`src/status_cfg_map.vh`:
```
// register offsets, field positions, reset values and timing for the status/config bank
`ifndef STATUS_CFG_MAP_VH
`define STATUS_CFG_MAP_VH
`define SYSTEM_STATUS_ADDR 8'h00
`define GENERAL_CONFIG_ADDR 8'h01
`define SYSTEM_STATUS_RESET 8'h81
`define GENERAL_CONFIG_RESET 8'h00
`define ST_FIXED_ONE 7
`define ST_SEQ_RUN 6
`define ST_HS_MODE 5
`define ST_AVG_DONE 3
`define ST_FUSE_ERR 2
`define ST_CRC_ERR 1
`define ST_BROWNOUT 0
`define CFG_CRC_EN 6
`define CFG_STATISTICS_ENABLE 5
`define CFG_WRITE_MASK 8'h76
`define CFG_SOFT_RESET 0
`define SRST_CYCLES 8'h0a
`endif

```
`src/sync2.v`:
```
// two-flop synchroniser for a level input
`timescale 1ns/100ps
`default_nettype none
module sync2 (
  // clock and reset
  input wire mclk,
  input wire rst,
  // level in and out
  input wire d,
  output reg q
);
  reg meta_reg;
  always @(posedge mclk or posedge rst) begin
    if (rst) begin
      meta_reg <= 1'b0;
      q <= 1'b0;
    end else begin
      meta_reg <= d;
      q <= meta_reg;
    end
  end
endmodule
`default_nettype wire

```
`src/status_cfg_regs.v`:
```
// system status and general configuration register pair
//
// What this block does
// - status resets 0x81, top bit reads one
// - bit 6 shows sequencer running, read-only
// - bit 5 shows high-speed bus mode, read-only
// - averaging done flag sets, write-one clears
// - fuse error flag read-only, sampled at reset
// - crc error blocks writes except 0x00, 0x01
// - bad frame sets crc error only when crc enable is set; host clears
// - brown-out flag resets one, write-one clears
// - config resets zero, bit 7 reads zero
// - crc enable drives append and check
// - statistics enable clears then updates stats
// - soft reset ends: bit clears, brown-out sets
`timescale 1ns/100ps
`default_nettype none
`include "status_cfg_map.vh"
module status_cfg_regs (
  // clock and reset
  input wire mclk,
  input wire rst,
  // register access from the serial front end
  input wire wr_en,
  input wire rd_en,
  input wire [7:0] addr,
  input wire [7:0] wr_data,
  output reg [7:0] rd_data,
  output reg write_blocked,
  // device events, same clock
  input wire seq_running,
  input wire hs_mode,
  input wire avg_ready,
  input wire frame_crc_bad,
  input wire fuse_crc_bad,
  input wire brownout_event,
  // brown-out detector from the analog side
  input wire brownout_pin,
  // control outputs
  output reg crc_enable,
  output reg statistics_enable,
  output reg stats_clear,
  output reg soft_reset_active,
  output reg fuse_sample
);
  reg averaging_complete_flag_reg;
  reg crc_err_reg;
  reg brownout_flag_reg;
  reg powerup_config_integrity_error_reg;
  reg [7:0] cfg_reg;
  reg [7:0] srst_cnt_reg;
  reg fuse_pending_reg;
  reg seq_reg;
  reg hs_reg;
  wire bo_sync;
  wire [7:0] status_val;
  wire wr_status;
  wire wr_cfg;
  wire wr_other;
  wire srst_busy;
  wire srst_done;

  sync2 bo_sync_i (
    .mclk(mclk),
    .rst(rst),
    .d(brownout_pin),
    .q(bo_sync)
  );

  function wr_hit;
    input [7:0] a;
    input [7:0] target;
    begin
      wr_hit = (a == target);
    end
  endfunction

  assign wr_status = wr_en && wr_hit(addr, `SYSTEM_STATUS_ADDR);
  assign wr_cfg = wr_en && wr_hit(addr, `GENERAL_CONFIG_ADDR) && !soft_reset_active;
  assign wr_other = wr_en && !wr_hit(addr, `SYSTEM_STATUS_ADDR) &&
                    !wr_hit(addr, `GENERAL_CONFIG_ADDR);
  assign srst_busy = (srst_cnt_reg != 8'h00);
  assign srst_done = (srst_cnt_reg == 8'h01);

  assign status_val = {1'b1, seq_reg, hs_reg, 1'b0, averaging_complete_flag_reg,
                       powerup_config_integrity_error_reg, crc_err_reg, brownout_flag_reg};

  always @(posedge mclk or posedge rst) begin
    if (rst) begin
      seq_reg <= 1'b0;
      hs_reg <= 1'b0;
    end else begin
      seq_reg <= seq_running;
      hs_reg <= hs_mode;
    end
  end

  always @(posedge mclk or posedge rst) begin
    if (rst) begin
      averaging_complete_flag_reg <= 1'b0;
    end else if (srst_busy) begin
      averaging_complete_flag_reg <= 1'b0;
    end else if (avg_ready) begin
      averaging_complete_flag_reg <= 1'b1;
    end else if (wr_status && wr_data[`ST_AVG_DONE]) begin
      averaging_complete_flag_reg <= 1'b0;
    end
  end

  always @(posedge mclk or posedge rst) begin
    if (rst) begin
      crc_err_reg <= 1'b0;
    end else if (srst_busy) begin
      crc_err_reg <= 1'b0;
    end else if (frame_crc_bad && cfg_reg[`CFG_CRC_EN]) begin
      crc_err_reg <= 1'b1;
    end else if (wr_status && wr_data[`ST_CRC_ERR]) begin
      crc_err_reg <= 1'b0;
    end
  end

  always @(posedge mclk or posedge rst) begin
    if (rst) begin
      brownout_flag_reg <= 1'b1;
    end else if (brownout_event || bo_sync || srst_done) begin
      brownout_flag_reg <= 1'b1;
    end else if (wr_status && wr_data[`ST_BROWNOUT]) begin
      brownout_flag_reg <= 1'b0;
    end
  end

  always @(posedge mclk or posedge rst) begin
    if (rst) begin
      powerup_config_integrity_error_reg <= 1'b0;
      fuse_pending_reg <= 1'b1;
      fuse_sample <= 1'b0;
    end else begin
      fuse_sample <= fuse_pending_reg;
      if (fuse_pending_reg) begin
        powerup_config_integrity_error_reg <= fuse_crc_bad;
        fuse_pending_reg <= 1'b0;
      end
      // re-arm the capture as soft reset ends
      if (srst_done) begin
        fuse_pending_reg <= 1'b1;
      end
    end
  end

  always @(posedge mclk or posedge rst) begin
    if (rst) begin
      cfg_reg <= `GENERAL_CONFIG_RESET;
      stats_clear <= 1'b0;
    end else begin
      stats_clear <= 1'b0;
      if (srst_busy) begin
        cfg_reg <= `GENERAL_CONFIG_RESET;
      end else if (wr_cfg) begin
        // reserved bit 7 and strobe bits are not stored
        cfg_reg <= wr_data & `CFG_WRITE_MASK;
        if (wr_data[`CFG_STATISTICS_ENABLE] && !cfg_reg[`CFG_STATISTICS_ENABLE]) begin
          stats_clear <= 1'b1;
        end
      end
    end
  end

  always @(posedge mclk or posedge rst) begin
    if (rst) begin
      srst_cnt_reg <= 8'h00;
      soft_reset_active <= 1'b0;
    end else begin
      if (srst_busy) begin
        srst_cnt_reg <= srst_cnt_reg - 8'h01;
      end else if (wr_cfg && wr_data[`CFG_SOFT_RESET]) begin
        srst_cnt_reg <= `SRST_CYCLES;
      end
      soft_reset_active <= (srst_cnt_reg > 8'h01) ||
                           (wr_cfg && wr_data[`CFG_SOFT_RESET]);
    end
  end

  always @(posedge mclk or posedge rst) begin
    if (rst) begin
      write_blocked <= 1'b0;
      crc_enable <= 1'b0;
      statistics_enable <= 1'b0;
    end else begin
      write_blocked <= wr_other && crc_err_reg;
      crc_enable <= cfg_reg[`CFG_CRC_EN];
      statistics_enable <= cfg_reg[`CFG_STATISTICS_ENABLE];
    end
  end

  always @(posedge mclk or posedge rst) begin
    if (rst) begin
      rd_data <= `SYSTEM_STATUS_RESET;
    end else if (rd_en) begin
      if (wr_hit(addr, `SYSTEM_STATUS_ADDR)) begin
        rd_data <= status_val;
      end else if (wr_hit(addr, `GENERAL_CONFIG_ADDR)) begin
        rd_data <= cfg_reg;
      end else begin
        rd_data <= 8'h00;
      end
    end
  end
endmodule
`default_nettype wire

```
`config.mk`:
```
export PLATFORM = sky130hd
export DESIGN_NAME = status_cfg_regs
export DESIGN_NICKNAME = d
export VERILOG_FILES = /design/src/sync2.v /design/src/status_cfg_regs.v
export VERILOG_INCLUDE_DIRS = /design/src
export SDC_FILE = /design/constraint.sdc
export NUM_CORES = 1
export LEC_CHECK = 0
export BUFFER_PORTS_ARGS = -buffer_cell sky130_fd_sc_hd__buf_2
export CAP_MARGIN = 20
export CORE_ASPECT_RATIO = 2
export CORE_MARGIN = 2
export CORE_UTILIZATION = 50
export DETAILED_ROUTE_END_ITERATION = 7
export PLACE_DENSITY_LB_ADDON = 0.3
export SKIP_CTS_REPAIR_TIMING = 1
export SLEW_MARGIN = 15
export SYNTH_ARGS = -nofsm -noshare
export SYNTH_HDL_FRONTEND = slang
export SYNTH_SLANG_ARGS = --single-unit
```
`constraint.sdc`:
```
create_clock -name mclk -period 1.94 [get_ports mclk]
set_clock_uncertainty 0.05 [all_clocks]
set_input_delay 0.097 -clock mclk [delete_from_list [all_inputs] [get_ports mclk]]
set_output_delay 0.097 -clock mclk [all_outputs]
set_load 0.005 [all_outputs]
```
## Word-level counts from Yosys, hierarchy flattened

Index checks and enable logic that the tools add are counted.

- Add/sub/neg operators: 1
- $lt $le $gt $ge: 1
- Eq/ne operators: 2
- Mux-type cells: 18
- Reduce and logical (&&, ||, !) cells: 26

Operators by type and width:

| cell | count |
|---|---|
| 2-to-1 mux 8 bit | 6 |
| equality test 8 x 1 -> 1 bit, second input constant | 2 |
| logical AND 1 bit | 12 |
| 2-to-1 mux 1 bit | 12 |
| > comparator 8 x 1 -> 1 bit, second input constant | 1 |
| logical NOT 8 bit | 1 |
| nonzero test 8 bit | 1 |
| subtractor 8 x 1 -> 8 bit, second input constant | 1 |
| nonzero test 2 bit | 3 |
| nonzero test 3 bit | 2 |
| logical NOT 1 bit | 4 |
| logical OR 1 bit | 3 |

- Register bits after elaboration: 39
- Output and inout bits: 14
- Logic and storage cells: 66

## Logic depth before layout (Yosys ltp)

- Depth after elaboration: 6
- Gate-level depth with buffers: 7
- Mapped depth without buffers: 6

## By module

Synthesis repeated with hierarchy kept, for this count alone.

- Cell total of the unflattened synthesis: 136
- Area total of the unflattened synthesis: 1572.8 µm²

Modules (own cells, without submodules):

| module | times used | cells an instance | area an instance (µm²) | seq. area each (µm²) |
|---|---|---|---|---|
| status_cfg_regs | 1 | 133 | 1519.0 | 855.8 |
| sync2 | 1 | 3 | 53.8 | 50.0 |

## Worst setup path after synthesis

OpenSTA, ideal clock, no wires.

- Path type: input port to flip-flop
- From: input addr[6]
- To: register srst_cnt_reg[0]
- Setup time: 0.125 ns
- Arrival: 1.602 ns
- Slack: 0.163 ns
- Stages on the path: 4
- Cells stage by stage: or4_4 or4_4 o21a_1 mux2_2

- Cells in the longest elaborated chain, start to end: 5

Ends and longest elaborated chain:

| item | RTL line | text |
|---|---|---|
| start, declared | status_cfg_regs.v:26 | `input wire [7:0] addr,` |
| equality test 8 x 1 -> 1 bit | status_cfg_regs.v:74 | `wr_hit = (a == target);` |
| logical AND 1 bit (2 in series) | status_cfg_regs.v:79 | `` assign wr_cfg = wr_en && wr_hit(addr, `GENERAL_CONFIG_ADDR) && !soft_reset_active; `` |
| logical AND 1 bit | status_cfg_regs.v:175 | `` end else if (wr_cfg && wr_data[`CFG_SOFT_RESET]) begin `` |
| nonzero test 2 bit (no source line) | - |  |
| end signal, assigned | status_cfg_regs.v:174 | `srst_cnt_reg <= srst_cnt_reg - 8'h01;` |
| end signal, assigned | status_cfg_regs.v:176 | `` srst_cnt_reg <= `SRST_CYCLES; `` |
| end, declared | status_cfg_regs.v:51 | `reg [7:0] srst_cnt_reg;` |

Every way passes these cells.
A chain may end at the register's enable or synchronous reset.

## Worst setup path after layout

- From: register srst_cnt_reg[0]
- To: register srst_cnt_reg[1]

- Cells in the longest elaborated chain, start to end: 2
- Elaborated cells between the ends (all ways): 4
- Classes of those cells: add/sub (1); mux (1); reduce/logical (2)

Ends and longest elaborated chain:

| item | RTL line |
|---|---|
| subtractor 8 x 1 -> 8 bit or nonzero test 8 bit (tied branches) | status_cfg_regs.v:174, status_cfg_regs.v:82 |
| 2-to-1 mux 8 bit or nonzero test 2 bit (tied branches) | - |

Parallel ways exist; a longest one is shown, timed or not.

==> results.json <==
{
  "ios": 41,
  "min_period_over_period_pct": 91.0,
  "grt_pass1_wl_mm": 4.93,
  "grt_pass1_vias": 1143,
  "design.die.area_um2": 3570,
  "cp-startpoint": "srst_cnt_reg[0]$_DFFE_PP0P_",
  "finalSetupViolCount": 0,
  "synth_warnings": 0,
  "finalPower_mw": 2.01,
  "cts_buffers": 5,
  "clk_latency_ps": 290,
  "fmax_ghz": 0.567,
  "worst-path-buf-inv": 2,
  "synth-xor-area-share_pct": 2.27,
  "final_cell_mix": "buf_2, dfrtp_1, nand2_1, inv_1",
  "num_rows": 28,
  "min_period_ps": 1770,
  "die_h_um": 82.6,
  "post_dp_cell_area_um2": 1780,
  "hold_start": "wr_data[4]",
  "worst-setup-path-type": "flop to flop",
  "grt_max_degree": 37,
  "avgSynthCellArea_um2": 11.4,
  "synth_compound_area_share_pct": 9.00,
  "fin_util_pct": 66.9,
  "vias": 1158,
  "tns_ps": 0,
  "rsz0062_at_grt": "false",
  "yosys.area_share.simple_pct": 15.5,
  "arrival_ps": 1920,
  "worstMarginPinSlew_ps": 456,
  "clockRootBuffer": "clkbuf_8",
  "netlist_area_um2": 1540,
  "p_per_area_nw_per_um2": 1020,
  "p_leak_nw": 0.953,
  "start_util_pct": 52.4,
  "slew_viol_final": 0,
  "clock_path_buffers": 2,
  "slew_headroom_pct": 69.3,
  "place_inst": 204,
  "synth.area.mux_share_pct": 7.14,
  "final_area_um2": 1970,
  "synth_top_family_by_area": "simple AND/OR/NAND/NOR gates",
  "critPathLaunchType": "flop",
  "cts_tree": "yes",
  "n_antenna_cell": 0,
  "antenna_left": 0,
  "synth_fa_ha_area_share_pct": 2.43,
  "dp_hpwl_mm": 2.27,
  "seq_area_frac_synth_pct": 58.7,
  "worst_slack_ps": 175,
  "routedWlPerCell_um": 14.1,
  "antenna_found_initial": 0,
  "fp.dieW_um": 43.3,
  "r2r-start": "srst_cnt_reg[0]$_DFFE_PP0P_",
  "hold_viol": 2,
  "gr-total-overflow": 0,
  "fill_cells": 240,
  "synth_cell_types": 35,
  "drive_gt1_share_pct": 36.8,
  "violations": "hold timing",
  "syn2layout_area_growth_pct": 27.7,
  "min_path_type": "input pin to flop",
  "crit_slowest_cell": "dfrtp_1",
  "clk_pin_slew_ps": 70,
  "gr-usage-all-layers_pct": 19.2,
  "end_kind": "flop",
  "final_cells": 220,
  "port_buffers": 39,
  "h-tree-depth": 2,
  "worstPathCellList": "inv_1 > ha_1 > nor3b_1 > and2_1 > o21a_1 > buf_4 > mux2i_1",
  "final_common_cell": "buf_2",
  "cts.sinks": 36,
  "maxCapViolCount": 0,
  "syn_inst": 135,
  "drt_iter0_markers": 10,
  "drt-total-wl_mm": 3.10,
  "whs_ps": -3.89,
  "drcViolationCount": 0,
  "cp_top_family": "simple AND/OR/NAND/NOR gates",
  "place_ws_ps": 47.7,
  "synth_nets": 165,
  "slowest_delay_ps": 430,
  "ir_drop_uv": 936,
  "first_pass_iters": 5,
  "worstPathMaxFanout": 5,
  "core_um2": 2940,
  "viasPerCell": 5.26,
  "routabilityCongestion": 0.761,
  "finalNetCount": 219,
  "required_ps": 2100,
  "ys_ff_latch": 36,
  "outcome": "finished, violations left"
}
-- report_power, final --
part | internal, mW | switching [mW]
clock | 0.380 | 0.267
sequential | 0.862 | 0.110
combinational | 0.200 | 0.187
total | 1.44 | 0.564
-- worst register-to-register path, cell delays in order, from the launching register on --
cell	delay (ps)
dfrtp_1	430
inv_1	100
ha_1	160
nor3b_1	240
and2_1	250
o21a_1	170
buf_4	120
mux2i_1	170
-- cells by family after synthesis --
| family | Yosys count |
|---|---|
| AO/OA/AOI/OAI | 20 |
| buffers and inverters | 16 |
| XOR/XNOR | 4 |
| adder cells (fa/ha/maj) | 3 |
| flip-flops | 36 |
| AND/OR/NAND/NOR | 46 |
| multiplexers | 10 |
-- cell usage after synthesis --
cell | count | area share [%]
nor3_1 | 3 | 0.97
mux2i_1 | 2 | 1.3
inv_1 | 11 | 2.7
a31o_2 | 2 | 1.1
nor4b_1 | 1 | 0.57
clkbuf_1 | 2 | 0.49
dfstp_2 | 4 | 6.8
o21ai_0 | 4 | 1.3
o221ai_1 | 1 | 0.57
o22ai_1 | 5 | 2.0
dfrtp_1 | 32 | 52
a21o_1 | 1 | 0.49
nor3b_1 | 1 | 0.49
xor2_1 | 2 | 1.1
xnor2_1 | 2 | 1.1
nand2_1 | 15 | 3.6
a21oi_1 | 2 | 0.65
buf_6 | 2 | 1.5
nor2b_1 | 2 | 0.81
nor4_1 | 3 | 1.2
or2_1 | 1 | 0.41
o31ai_2 | 1 | 0.81
and3_2 | 1 | 0.49
a41oi_1 | 1 | 0.57
buf_2 | 1 | 0.32
ha_1 | 3 | 2.4
o21a_1 | 1 | 0.49
mux2_2 | 8 | 5.8
and2_1 | 1 | 0.41
nand3_1 | 5 | 1.6
nor2_1 | 8 | 1.9
or4b_1 | 1 | 0.65
or3_1 | 2 | 0.81
or4_4 | 2 | 1.5
o31ai_1 | 2 | 0.97
-- routing by layer --
layer  global-route usage, %  share of wire, %
met5                       0                 0
met4                    12.1               2.6
met3                    5.22               4.9
met2                    32.8                57
met1                    20.3                36
-- area by class of cell --
type / count / area, um2 / share of cell area [%]
Clock buffer: 5 / 68.8 / 3.49
Clock inverter: 3 / 42.5 / 2.16
Inverter: 11 / 41.3 / 2.10
Multi-Input combinational cell: 83 / 561 / 28.5
Sequential cell: 36 / 906 / 46.0
Tap cell: 30 / 37.5 / 1.91
Timing Repair Buffer: 52 / 313 / 15.9
-- worst paths after layout --
| path | end | slack (ps) | cells past startpoint |
|---|---|---|---|
| worst max-delay path | srst_cnt_reg[1]$_DFFE_PP0P_ | 170 | 7 |
| worst min-delay path | cfg_reg[4]$_DFFE_PP0P_ | -4 | 3 |
| worst max register to register | srst_cnt_reg[1]$_DFFE_PP0P_ | 170 | 7 |
| worst min register to register | bo_sync_i.q$_DFF_PP0_ | 310 | 0 |
| max in group asynchronous | rd_data[0]$_DFFE_PP1P_ | 1110 | 4 |
| min in group asynchronous | bo_sync_i.meta_reg$_DFF_PP0_ | 400 | 4 |
Power figures use the tool's default switching activity.
